`src/shared/rilc_cfg.svh`:
```
// Constants for the reset, interrupt and low-power controller.
// Assumes inclusion by bare name from the package and design modules.
`ifndef RILC_CFG_SVH
`define RILC_CFG_SVH

// Clock period in ns at 125 MHz.
`define RILC_CLK_NS        8
// Stabilization delay, in processor clock cycles.
`define RILC_POR_CYCLES    4064
// Vector addresses, low byte of each pair.
`define RILC_VEC_RESET     16'h1ffe
`define RILC_VEC_SWI       16'h1ffc
`define RILC_VEC_EXT       16'h1ffa
`define RILC_VEC_TIMER     16'h1ff8
// Reset value of the global mask bit.
`define RILC_MASK_RST      1'b1

`endif

```
`src/shared/rilc_pkg.sv`:
```
// Types for the reset, interrupt and low-power controller.
// Assumes rilc_cfg.svh is on the include path.
`include "rilc_cfg.svh"

package rilc_pkg;

  // Controller states.
  typedef enum logic [2:0] {
    RILC_RESET = 3'b000,
    RILC_RUN   = 3'b001,
    RILC_SVC   = 3'b010,
    RILC_STOP  = 3'b011,
    RILC_WAIT  = 3'b100
  } rilc_state_t;

  // Which vector is being served.
  typedef enum logic [1:0] {
    RILC_SRC_RESET = 2'b00,
    RILC_SRC_SWI   = 2'b01,
    RILC_SRC_EXT   = 2'b10,
    RILC_SRC_TIMER = 2'b11
  } rilc_src_t;

endpackage

```
`src/shared/rilc_irq_if.sv`:
```
// Interface between the controller and its external interrupt latch.
// Assumes one clock domain, mclk.
interface rilc_irq_if;
  logic pending;   // Latched external request.
  logic clear;     // Pulse: clear the latch.
  logic pin_level; // Synchronized pin level.

  modport latch (output pending, output pin_level, input clear);
  modport ctrl  (input pending, input pin_level, output clear);
endinterface

```
`src/design/rilc_irq_latch.sv`:
```
// External interrupt pin synchronizer and falling-edge latch.
// Assumes the pin is synchronous to mclk but still double-registered.
`include "rilc_cfg.svh"

module rilc_irq_latch
  import rilc_pkg::*;
#(
  parameter bit LEVEL_SENS = 1'b1 // Build option: level plus edge when set.
) (
  input  wire logic  mclk,
  input  wire logic  reset,
  input  wire logic  irq_n,
  rilc_irq_if.latch  irq
);

  // All state of this module.
  typedef struct packed {
    logic sync1;   // First synchronizer stage.
    logic sync2;   // Second synchronizer stage.
    logic prev;    // Previous synchronized level.
    logic pend;    // Latched request.
  } rilc_lat_t;

  rilc_lat_t cur_ff;
  rilc_lat_t nxt_cur;

  // ----------------------------------------------------------------
  // Next state.
  // ----------------------------------------------------------------
  // The edge detector compares the second stage with the previous level.
  always_comb begin
    nxt_cur       = cur_ff;
    nxt_cur.sync1 = irq_n;
    nxt_cur.sync2 = cur_ff.sync1;
    nxt_cur.prev  = cur_ff.sync2;
    if (irq.clear) begin
      nxt_cur.pend = 1'b0;
    end
    if (cur_ff.prev && !cur_ff.sync2) begin
      nxt_cur.pend = 1'b1;
    end
    if (LEVEL_SENS && !cur_ff.sync2) begin
      nxt_cur.pend = 1'b1;
    end
  end

  // ----------------------------------------------------------------
  // Registers.
  // ----------------------------------------------------------------
  always_ff @(posedge mclk or posedge reset) begin
    if (reset) begin
      cur_ff <= '{sync1: 1'b1, sync2: 1'b1, prev: 1'b1, pend: 1'b0};
    end else begin
      cur_ff <= nxt_cur;
    end
  end

  assign irq.pending   = cur_ff.pend;
  assign irq.pin_level = cur_ff.sync2;

endmodule

```
`src/design/rilc_ctrl.sv`:
```
// Reset, interrupt arbitration and low-power control for an 8-bit core.
// Assumes the core pulses instr_done at each instruction boundary and
// stop_exec, wait_exec, swi_exec as it executes those instructions.
`include "rilc_cfg.svh"

// How it works
// - Reset from power-on, pin, or watchdog.
// - Hold reset 4064 cycles after power-up.
// - Stay reset while pin low after count.
// - Release on third clock after pin rises.
// - Watchdog reset restores prior operating mode.
// - Watchdog enable fixed at build time.
// - Interrupt saves registers, sets mask bit.
// - Hardware requests wait for instruction end.
// - Take interrupt only unmasked and enabled.
// - External pin beats timer.
// - Reset vectors 1FFE, sets mask.
// - Software trap ignores mask, vectors 1FFC.
// - Pin falling edge latched, synchronized, 1FFA.
// - Level-and-edge or edge-only build option.
// - Latch cleared early in service.
// - Any enabled timer flag vectors 1FF8.
// - Stop halts oscillators, timer, watchdog.
// - Stop clears timer requests and prescaler.
// - Stop clears mask; exits on pin/reset.
// - Wait keeps clocks; any interrupt exits.
// - Wait clears mask, preserves the rest.
module rilc_ctrl
  import rilc_pkg::*;
#(
  parameter bit          WDOG_EN    = 1'b1,               // Build option.
  parameter bit          LEVEL_SENS = 1'b1,               // Build option.
  parameter int unsigned POR_CYCLES = `RILC_POR_CYCLES    // Stabilization delay.
) (
  input  wire logic        mclk,          // Processor clock.
  input  wire logic        reset,         // Power-on detector, active high.
  input  wire logic        reset_pin_n,   // External reset pin level.
  input  wire logic        wdog_timeout,  // Watchdog time-out pulse.
  input  wire logic        irq_n,         // External interrupt pin.
  input  wire logic [2:0]  timer_flags,   // Capture, compare, rollover flags.
  input  wire logic [2:0]  timer_enables, // Matching enables.
  input  wire logic        instr_done,    // Instruction boundary pulse.
  input  wire logic        swi_exec,      // Software trap at boundary.
  input  wire logic        stop_exec,     // Stop instruction executing.
  input  wire logic        wait_exec,     // Wait instruction executing.
  input  wire logic        rti_exec,      // Return from trap executing.
  input  wire logic        mask_set,      // Core sets mask bit.
  input  wire logic        mask_clr,      // Core clears mask bit.
  output logic             core_reset,    // Internal reset to the core.
  output logic             int_mask,      // Global interrupt mask bit.
  output logic             svc_start,     // Pulse: save registers and vector.
  output logic [15:0]      vector_addr,   // Vector being fetched.
  output logic             restore,       // Pulse: restore registers.
  output logic             osc_off,       // Oscillators stopped.
  output logic             cpu_halt,      // CPU suspended.
  output logic             timer_kill,    // Pulse: clear timer requests, prescaler.
  output logic             wdog_mode      // Mode kept across watchdog reset.
);

  localparam logic [12:0] POR_LAST = 13'(POR_CYCLES - 1);

  // ----------------------------------------------------------------
  // Latch interface.
  // ----------------------------------------------------------------
  rilc_irq_if irq ();

  rilc_irq_latch #(
    .LEVEL_SENS (LEVEL_SENS)
  ) u_latch (
    .mclk  (mclk),
    .reset (reset),
    .irq_n (irq_n),
    .irq   (irq)
  );

  // All controller state.
  typedef struct packed {
    rilc_state_t st;        // Controller state.
    logic [12:0] por_cnt;   // Stabilization counter.
    logic        por_done;  // Delay finished.
    logic        pin_s1;    // Reset pin first stage.
    logic        pin_s2;    // Reset pin second stage.
    logic        core_rst;  // Internal reset.
    logic        mask;      // Global mask bit.
    logic        svc;       // Service pulse.
    logic [15:0] vec;       // Vector address.
    logic        rest;      // Restore pulse.
    logic        osc_off;   // Oscillator off.
    logic        halt;      // CPU halted.
    logic        tkill;     // Timer clear pulse.
    logic        clr;       // Latch clear pulse.
    logic        wmode;     // Mode held over watchdog reset.
  } rilc_ctl_t;

  rilc_ctl_t cur_ff;
  rilc_ctl_t nxt_cur;

  logic timer_req; // Any enabled timer flag.
  logic ext_req;   // External request pending.

  // ----------------------------------------------------------------
  // Request sources.
  // ----------------------------------------------------------------
  always_comb begin
    timer_req = |(timer_flags & timer_enables);
    ext_req   = irq.pending;
  end

  // ----------------------------------------------------------------
  // Next state.
  // ----------------------------------------------------------------
  always_comb begin
    nxt_cur        = cur_ff;
    nxt_cur.svc    = 1'b0;
    nxt_cur.rest   = 1'b0;
    nxt_cur.tkill  = 1'b0;
    nxt_cur.clr    = 1'b0;
    nxt_cur.pin_s1 = reset_pin_n;
    nxt_cur.pin_s2 = cur_ff.pin_s1;

    // Mask bit updates from the core.
    if (mask_clr) begin
      nxt_cur.mask = 1'b0;
    end
    if (mask_set) begin
      nxt_cur.mask = 1'b1;
    end

    if (!cur_ff.por_done) begin
      if (cur_ff.por_cnt == POR_LAST) begin
        nxt_cur.por_done = 1'b1;
      end else begin
        nxt_cur.por_cnt = cur_ff.por_cnt + 13'h1;
      end
    end

    case (cur_ff.st)
      RILC_RESET: begin
        nxt_cur.core_rst = 1'b1;
        nxt_cur.osc_off  = 1'b0;
        nxt_cur.halt     = 1'b0;
        nxt_cur.mask     = `RILC_MASK_RST;
        nxt_cur.vec      = `RILC_VEC_RESET;
        if (cur_ff.por_done && cur_ff.pin_s2) begin
          nxt_cur.core_rst = 1'b0;
          nxt_cur.svc      = 1'b1;
          nxt_cur.st       = RILC_RUN;
        end
      end
      RILC_RUN: begin
        if (instr_done) begin
          if (swi_exec) begin
            nxt_cur.svc  = 1'b1;
            nxt_cur.vec  = `RILC_VEC_SWI;
            nxt_cur.mask = 1'b1;
            nxt_cur.st   = RILC_SVC;
          end else if (!cur_ff.mask && ext_req) begin
            nxt_cur.svc  = 1'b1;
            nxt_cur.vec  = `RILC_VEC_EXT;
            nxt_cur.mask = 1'b1;
            nxt_cur.clr  = 1'b1;
            nxt_cur.st   = RILC_SVC;
          end else if (!cur_ff.mask && timer_req) begin
            nxt_cur.svc  = 1'b1;
            nxt_cur.vec  = `RILC_VEC_TIMER;
            nxt_cur.mask = 1'b1;
            nxt_cur.st   = RILC_SVC;
          end else if (stop_exec) begin
            nxt_cur.osc_off = 1'b1;
            nxt_cur.halt    = 1'b1;
            nxt_cur.tkill   = 1'b1;
            nxt_cur.mask    = 1'b0;
            nxt_cur.wmode   = 1'b0;
            nxt_cur.st      = RILC_STOP;
          end else if (wait_exec) begin
            nxt_cur.halt  = 1'b1;
            nxt_cur.mask  = 1'b0;
            nxt_cur.wmode = 1'b1;
            nxt_cur.st    = RILC_WAIT;
          end
        end
        if (rti_exec) begin
          nxt_cur.rest = 1'b1;
        end
      end
      RILC_SVC: begin
        // Register stacking happens in the core; one cycle here.
        nxt_cur.st = RILC_RUN;
      end
      RILC_STOP: begin
        if (ext_req) begin
          nxt_cur.osc_off = 1'b0;
          nxt_cur.halt    = 1'b0;
          nxt_cur.svc     = 1'b1;
          nxt_cur.vec     = `RILC_VEC_EXT;
          nxt_cur.mask    = 1'b1;
          nxt_cur.clr     = 1'b1;
          nxt_cur.st      = RILC_SVC;
        end
      end
      RILC_WAIT: begin
        if (ext_req || timer_req) begin
          nxt_cur.halt = 1'b0;
          nxt_cur.svc  = 1'b1;
          nxt_cur.vec  = ext_req ? `RILC_VEC_EXT : `RILC_VEC_TIMER;
          nxt_cur.clr  = ext_req;
          nxt_cur.mask = 1'b1;
          nxt_cur.st   = RILC_SVC;
        end
      end
      default: begin
        nxt_cur.st = RILC_RESET;
      end
    endcase

    if (!cur_ff.pin_s2) begin
      nxt_cur.st       = RILC_RESET;
      nxt_cur.core_rst = 1'b1;
      nxt_cur.wmode    = 1'b0;
    end
    if (WDOG_EN && wdog_timeout && !cur_ff.osc_off) begin
      nxt_cur.st       = RILC_RESET;
      nxt_cur.core_rst = 1'b1;
    end
  end

  // ----------------------------------------------------------------
  // Registers.
  // ----------------------------------------------------------------
  // power-on source
  always_ff @(posedge mclk or posedge reset) begin
    if (reset) begin
      cur_ff <= '{st: RILC_RESET, por_cnt: 13'h0, por_done: 1'b0,
                  pin_s1: 1'b1, pin_s2: 1'b1, core_rst: 1'b1,
                  mask: `RILC_MASK_RST, svc: 1'b0, vec: `RILC_VEC_RESET,
                  rest: 1'b0, osc_off: 1'b0, halt: 1'b0, tkill: 1'b0,
                  clr: 1'b0, wmode: 1'b0};
    end else begin
      cur_ff <= nxt_cur;
    end
  end

  // ----------------------------------------------------------------
  // Outputs, each straight from a flip-flop.
  // ----------------------------------------------------------------
  assign irq.clear   = cur_ff.clr;
  assign core_reset  = cur_ff.core_rst;
  assign int_mask    = cur_ff.mask;
  assign svc_start   = cur_ff.svc;
  assign vector_addr = cur_ff.vec;
  assign restore     = cur_ff.rest;
  assign osc_off     = cur_ff.osc_off;
  assign cpu_halt    = cur_ff.halt;
  assign timer_kill  = cur_ff.tkill;
  assign wdog_mode   = cur_ff.wmode;

endmodule

```
`config.mk`:
```
export PLATFORM = sky130hd
export DESIGN_NAME = rilc_ctrl
export DESIGN_NICKNAME = d
export VERILOG_FILES = /design/src/shared/rilc_pkg.sv /design/src/shared/rilc_irq_if.sv /design/src/design/rilc_irq_latch.sv /design/src/design/rilc_ctrl.sv
export VERILOG_INCLUDE_DIRS = /design/src /design/src/shared
export SDC_FILE = /design/constraint.sdc
export NUM_CORES = 1
export LEC_CHECK = 0
export BUFFER_PORTS_ARGS = -buffer_cell sky130_fd_sc_hd__buf_4
export CAP_MARGIN = 20
export CORE_AREA = 3 3 83 77
export CTS_CLUSTER_SIZE = 40
export DETAILED_ROUTE_END_ITERATION = 7
export DIE_AREA = 0 0 86 80
export GPL_TIMING_DRIVEN = 0
export PLACE_DENSITY = 0.57
export RECOVER_POWER = 100
export SYNTH_ARGS = -nofsm -noshare
export SYNTH_HDL_FRONTEND = slang
export SYNTH_HIERARCHICAL = 1
export SYNTH_SLANG_ARGS = --single-unit
```
`constraint.sdc`:
```
create_clock -name mclk -period 2.5 [get_ports mclk]
set_input_delay 0.125 -clock mclk [delete_from_list [all_inputs] [get_ports mclk]]
set_output_delay 0.125 -clock mclk [all_outputs]
set_load 0.02 [all_outputs]
```
# [After elaboration in Yosys (flattened, before gate mapping)]
# Cells that the tools add are included.
[classes] n_addsub=1 mul=0 div=0 order_cmp=0 n_eq_ne=27 shifts=0 n_mux=59 n_bitwise=3 reduce_logical=19
[op_table] operator="$mux W18" count=5
[op_table] operator="$pmux W18 S4" count=1
[op_table] operator="$mux W3" count=13
[op_table] operator="$mux W1" count=31
[op_table] operator="$ne A2 B2 Y1 const B" count=10
[op_table] operator="$mux W17" count=1
[op_table] operator="$ne A4 B4 Y1 const B" count=4
[op_table] operator="$pmux W3 S5" count=1
[op_table] operator="$add A13 B1 Y13 const B" count=1
[op_table] operator="$eq A13 B12 Y1 const B" count=1
[op_table] operator="$mux W5" count=2
[op_table] operator="$reduce_and A5 Y1" count=2
[op_table] operator="$ne A3 B3 Y1 const B" count=3
[op_table] operator="$ne A8 B8 Y1 const B" count=1
[op_table] operator="$reduce_and A8 Y1" count=1
[op_table] operator="$reduce_and A7 Y1" count=1
[op_table] operator="$eq A3 B2 Y1 const B" count=2
[op_table] operator="$pmux W1 S3" count=2
[op_table] operator="$reduce_and A6 Y1" count=1
[op_table] operator="$logic_and A1 B1 Y1" count=5
[op_table] operator="$mux W2" count=2
[op_table] operator="$ne A2 B1 Y1 const B" count=2
[op_table] operator="$ne A4 B3 Y1 const B" count=1
[op_table] operator="$pmux W1 S4" count=1
[op_table] operator="other kinds (12)" count=15
[word_totals] ff_bits=48 latch_bits=0 mem_bits_rw=0 mem_bits_ro=0 input_bits=18 output_inout_bits=24 word_cells=128 mem_count=0

# [Logic depth before layout (Yosys ltp)]
# Gate-level depths: netlist of the first run.
[depth] depth_word=10 depth_mapped=7 ltp_nobuf=6

# [Cells and area by module]
# The synthesis of the first run kept the hierarchy.
[modules_own_cells] module="rilc_ctrl" n_inst=1 cells_per_inst=164 area_each_um2=1681.6 seq_area_each_um2=784.5
[modules_own_cells] module="rilc_irq_latch" n_inst=1 cells_per_inst=6 area_each_um2=93.8 seq_area_each_um2=77.6

# [Worst setup path after synthesis of the first run]
# OpenSTA, ideal clock, no wires.
[synth_timing] kind="register to register" from="reg cur_ff[28] in the netlist's numbering" to="reg cur_ff[37] in the netlist's numbering" t_arrival_ns=1.503 required_ns=2.378 setup_slack_ns=0.875 stages_incl_launch_ff=8 cell_sequence="dfrtp_1 > ha_1 > and4bb_1 > a41o_1 > buf_6 > nor3_4 > nand2_1 > xnor2_1"
[synth_between] elab_chain_len=3
[synth_rtl] item="start, declared" line="rilc_ctrl.sv:95" rtl="rilc_ctl_t cur_ff;"
[synth_rtl] item="start signal, assigned" line="rilc_ctrl.sv:233" rtl="cur_ff <= '{st: RILC_RESET, por_cnt: 13'h0, por_done: 1'b0,"
[synth_rtl] item="start signal, assigned" line="rilc_ctrl.sv:239" rtl="cur_ff <= nxt_cur;"
[synth_rtl] item="branches (longest 3 deep; another with $add A13 B1 Y13)"
# Several ways; the timed one is not identified.
# A chain may end at the register's enable or synchronous reset.

# [Final worst setup path of the first run]
[layout_timing] from="reg cur_ff[42] in the netlist's numbering" to="reg cur_ff (netlist bit vector_addr[2])"
[layout_between] elab_chain_len=3
[layout_rtl] item="$eq A3 B1 Y1 (tied with other cells)" line="rilc_ctrl.sv:137" rtl="case (cur_ff.st)"
[layout_rtl] item="$ne A4 B4 Y1 (no line) (tied with other cells)"
[layout_rtl] item="$reduce_and A5 Y1 (no line)"
# Several ways; a longest one is shown, not always the timed one.

==> flow_summary.ini, run 1 <==
[run_status]
status = finished clean

[timing]
tightest_slew_ns = 1.14
period_share_pct = 77.4
relSlewSlack_pct = 24.0
slew_violations = 0
finalSetupTns_ns = 0
hold_viol = 0
finalSetupViolCount = 0
rsz0062_at_grt = false
min_period_ns = 1.93
worst_clock_skew_ns = 0.00232
fmax_mhz = 517

[worst_hold_path]
hp-class = input pin to flop

[die]
die_x_um = 86
std_cell_rows = 26
pin_count = 42
design.core.area_um2 = 5630
die-area_um2 = 6880
die_h_um = 80
initial_core_util_pct = 31.5

[logic_synthesis]
ys_ff_latch = 34
synthArstFlopShare_pct = 100
yosysWarnings = 6
yosysSeqAreaShare_pct = 48.6
synth_area_um2 = 1780
avgSynthCellArea_um2 = 10.4
synth-edff-count = 0
synthCells = 170
synthFlopType = dfrtp_1
synth.distinct_cells = 50

[route]
vias = 1330
drt_first_pass_iters = 4
routed.top_layer = met4
remaining_drc_errors = 0
drtIter0Drc = 94
wl_um = 3550
wl_met3_um = 227
wl_met1_um = 1750
final_antenna_net_count = 0
via_per_inst = 4.55
wl_met2_um = 1510
routedWlPerCell_um = 12.2

[placed_design]
io_buffers = 37
dpl.hpwl_um = 2690
gp_congestion = 0.820
placed_area_um2 = 2180

[global_routing]
grt_start_max_net_pins = 23
gr-usage-all-layers_pct = 11.2
grt_pass1_wl_um = 6040
grt_pass1_vias = 1244
grt_overflow = 0
antenna_found_initial = 0

[power_and_ir_drop]
ir_drop_v = 0.000194
power.density_nw_per_um2 = 471
p_leak_nw = 1.03
power_w = 0.00104

[setup_path]
cp.arrival_ns = 2.14
crit_type = flop to flop
worstSetupStartpointType = flop
crit_path_end_kind = flop
crit_fanout = 10
required_ns = 2.71

[clock_network]
cts_root_buf = clkbuf_8
cts_buffers = 5
clockBufferDepth = 2
cts_tree = built
clk_pin_slew_ns = 0.07
cts_max_level = 2
clock_sinks = 34
clkLatencyLatePin_ns = 0.28
postCtsSetupRepairBufs = 0

[layout]
fin_area_um2 = 2210
layout-drive-gt1-share_pct = 27.9
n_antenna_cell = 0
area_delta_synth_final_pct = 24.2
fin_util_pct = 39.2
nets = 240

[run]
maxCapViolCount = 0
[state kept, by name, summed over array words and instances (netlist names)]
name,flops
u_latch/irq.pin_level,1
wdog_mode,1
core_reset,1
restore,1
u_latch/cur_ff,1
svc_start,1
cur_ff,19
cpu_halt,1
timer_kill,1
int_mask,1
osc_off,1
u_latch/irq.pending,1
vector_addr,3
irq.clear,1
[worst paths after layout]
kind / from / to / slack, ns / depth (start not counted)
max: cur_ff[42] / vector_addr[2] / 0.57 / 6
min: rti_exec / restore / 0.09 / 2
max reg2reg: cur_ff[42] / vector_addr[2] / 0.57 / 6
min reg2reg: cur_ff[26] / cur_ff[25] / 0.36 / 0
max in group asynchronous: reset / osc_off / 0.73 / 4
min in group asynchronous: reset / u_latch/irq.pending / 0.29 / 3
[cell usage in the layout (no fill, tap or decap), drive strengths merged, types with 3 or more instances in the layout]
cell type / n
dfrtp: 25
nand3: 7
conb: 4
clkbuf: 31
and3: 4
inv: 9
and2: 3
xor2: 4
nand2: 13
dlygate4sd3: 3
o21ai: 7
a21oi: 10
buf: 34
nor3: 6
nand2b: 3
xnor2: 8
mux2: 3
a211o: 3
nor2: 10
dfstp: 9
[cell families after synthesis]
group | Yosys count | synth area share, %
AO/OA/AOI/OAI | 39 | 16.0
adder cells (fa/ha/maj) | 1 | 0.705
AND/OR/NAND/NOR | 50 | 15.8
XOR/XNOR | 12 | 5.92
buffers and inverters | 29 | 10.4
other | 1 | 0.211
multiplexers | 4 | 2.47
flip-flops | 34 | 48.6
[critical path, cell delays in order (launching register included)]
cell and delay (ns):
dfrtp_1 0.37, clkbuf_1 0.20, nor2_1 0.35, and2_0 0.24
nand2_1 0.15, nand2_1 0.21, mux2_1 0.34
[cell usage after synthesis (all sizes together) (2+ instances only)]
cell    count  area, um2
o21ai       7       38.8
xor2        4       35.0
o22ai       2       18.8
and3        4       25.0
nand2b      3       18.8
a211o       3       26.3
a21o        2       15.0
dfrtp      25        626
nand2      13       51.3
buf        20        150
xnor2       8       70.1
a21boi      2       15.0
nor3        6       51.3
nor2       10       45.0
a21oi      10       50.1
dfstp       9        236
inv         9       33.8
nand3       7       35.0
mux2        3       33.8
and2        3       18.8
[per-layer routing]
metal,vias up,GRT usage [%]
met4,0,5.22
met5,-,0
met3,5,2.58
li1,674,-
met2,39,15.9
met1,612,15.9
[final cells by class]
| class | instances | area, um2 |
|---|---|---|
| Multi-Input combinational cell | 110 | 711 |
| Inverter | 9 | 33.8 |
| Clock buffer | 7 | 86.3 |
| Tap cell | 70 | 87.6 |
| Fill cell | 569 | 3420 |
| Buffer | 20 | 139 |
| Sequential cell | 34 | 862 |
| Timing Repair Buffer | 41 | 282 |
| Clock inverter | 1 | 5.00 |
[where the power goes]
group / switching [W] / leakage (nW) / internal, W
combinational: 0.0000345 / 0.557 / 0.0000313
clock: 0.000192 / 0.0482 / 0.000222
sequential: 0.00000171 / 0.420 / 0.000556
total: 0.000229 / 1.03 / 0.000809
[through the flow]
step | instances | worst slack (ns) | hold slack (ns)
2_1_floorplan | 173 | 0.875 | -0.123
3_3_place_gp | 280 | 0.713 | 0.00865
3_5_place_dp | 281 | 0.682 | 0.0165
4_1_cts | 292 | 0.674 | 0.0836
5_1_grt | 292 | 0.334 | 0.0845
6_report | 292 | 0.566 | 0.0883
[what timing repair did]
| item | 4_1_cts | 5_1_grt |
|---|---|---|
| endpoints found under the hold margin | 11 | 0 |
| resized for setup | 0 | 0 |
| hold buffers | 3 | 0 |
Power figures use the tool's default switching activity.
==> inputs of run 2 (changes only) <==
Settings changed: PLACE_DENSITY 0.57 to 0.59.
Clock period 2.5 ns to 1.7 ns, I/O delays scaled along.
==> flow_summary.ini, run 2 (synthesis gave the netlist of run 1 again) <==
[run_status]
status = finished clean

[timing]
slew_violations = 0
relSlewSlack_pct = 63.8
finalSetupTns_ns = 0
finalSetupViolCount = 0
fmax_mhz = 617
hold_ws_ns = 0.0582
worst_clock_skew_ns = 0.00754
rsz0062_at_grt = false
worst_slack_ns = 0.0791
period_share_pct = 95.3
min_period_ns = 1.62
tightest_slew_ns = 0.537
hold_viol = 0

[setup_path]
crit_path_end_kind = flop
cpLargestDelayFamily = simple AND/OR/NAND/NOR gates
slowest_stage = dfrtp_1
cp.arrival_ns = 1.79
required_ns = 1.86
crit_fanout = 7
worstSetupStartpointType = flop
worst-path-buf-inv = 1
r2r_cells = 7
cp_num_cells = 7
crit_path_max_incr_delay_ns = 0.39
path_cells = ha_2, and4bb_1, a41o_1, buf_6, nor2_4, nand3_2, xnor2_1
crit_type = flop to flop

[clock_network]
cts_max_level = 2
clockBufferDepth = 2
cts_buffers = 5
clock_sinks = 34
cts_root_buf = clkbuf_8
cts_tree = built
clk_pin_slew_ns = 0.07
clkLatencyLatePin_ns = 0.28

[worst_hold_path]
hp-class = input pin to flop
hold_depth = 3

[power_and_ir_drop]
p_switching_w = 0.000334
switching_share_pct = 22.4
ir_drop_v = 0.000396
p_clk_share_pct = 38.0
intPower_w = 0.00116
power.density_nw_per_um2 = 651
power_frac_comb_pct = 7.0
seq_power_share_pct = 55.0
power_w = 0.00149
p_leak_nw = 1.06

[die]
pin_count = 42
initial_core_util_pct = 31.5
die_h_um = 80
die_x_um = 86
design.core.area_um2 = 5630
std_cell_rows = 26
die-area_um2 = 6880

[global_routing]
antenna_found_initial = 0
grt_start_max_net_pins = 21
gr-usage-all-layers_pct = 11.5
grt_pass1_wl_um = 6100
grt_overflow = 0
grt_pass1_vias = 1257

[layout]
final_cell_mix = 40 x buf_4, 25 x dfrtp_1, 12 x clkbuf_4
layout-drive-gt1-share_pct = 34.1
fillers = 561
final-seq-area_um2 = 862
nets = 244
largest_reg_flops = 19
mostFrequentLayoutCell = buf_4
n_antenna_cell = 0
top_register = cur_ff
area_delta_synth_final_pct = 29.2
multi_input_area_um2 = 763

[route]
drtIter0Drc = 80
drt_first_pass_iters = 4
remaining_drc_errors = 0
via_per_inst = 4.67
final_antenna_net_count = 0
wl_um = 3660
vias = 1381
routedWlPerCell_um = 12.4

[placed_design]
dpl.hpwl_um = 2740
pre_cts_slack_ns = -0.0527
gp_congestion = 0.796
io_buffers = 37

[run]
maxCapViolCount = 0
run 2: path summary, 6_finish.rpt:
path | start | endpoint | slack, ns
setup / recovery | cur_ff[29] | cur_ff[33] | 0.08
hold / removal | mask_set | int_mask | 0.06
setup reg to reg | cur_ff[29] | cur_ff[33] | 0.08
hold reg to reg | cur_ff[26] | cur_ff[25] | 0.36
max in group asynchronous | reset | cur_ff[26] | 0.47
min in group asynchronous | reset | u_latch/irq.pending | 0.24
run 2: area by class of cell:
cell class / count / area share, %
Buffer: 20 / 6.60
Sequential cell: 34 / 37.6
Timing Repair Buffer: 45 / 13.8
Tap cell: 70 / 3.82
Clock buffer: 8 / 3.49
Multi-Input combinational cell: 110 / 33.3
Inverter: 9 / 1.47
run 2: power by group through the flow:
stage	logic [W]	clock network [W]	registers, W
after CTS	0.000110	0.000599	0.000821
after detailed placement	0.000102	0	0.000836
after global routing	0.000115	0.000625	0.000821
after global placement	0.0000926	0	0.000836
final	0.000105	0.000568	0.000821
after floorplan	0.0000464	0	0.000834
run 2: tightest hold or removal path, delay by kind of cell:
family	cells	cell delay [ns]
AO/OA/AOI/OAI	2	0.14
buffers and inverters	1	0.08
run 2: stage by stage:
stage	instance area (um2)	utilization [%]	cells
6_report	2290	40.8	296
5_1_grt	2290	40.8	296
4_1_cts	2310	41.0	293
3_5_place_dp	2180	38.7	281
3_3_place_gp	2150	38.2	280
2_1_floorplan	1790	-	173
run 2: timing repair:
action | 4_1_cts | 5_1_grt
buffers inserted | 1 | 3
gates resized for setup | 2 | 5
pin swaps | 0 | 5
hold endpoints to repair | 13 | 0
setup endpoints to repair | 4 | 10
hold buffers | 3 | 0
run 2: metal layers:
layer / routed length (um) / part of all wire (%) / track usage (%) / vias up
met5: 0 / 0 / 0 / -
met4: 59 / 1.6 / 5.70 / 0
met3: 274 / 7.5 / 3.30 / 4
met2: 1580 / 43 / 15.9 / 46
met1: 1750 / 48 / 16.3 / 656
li1: - / - / - / 675
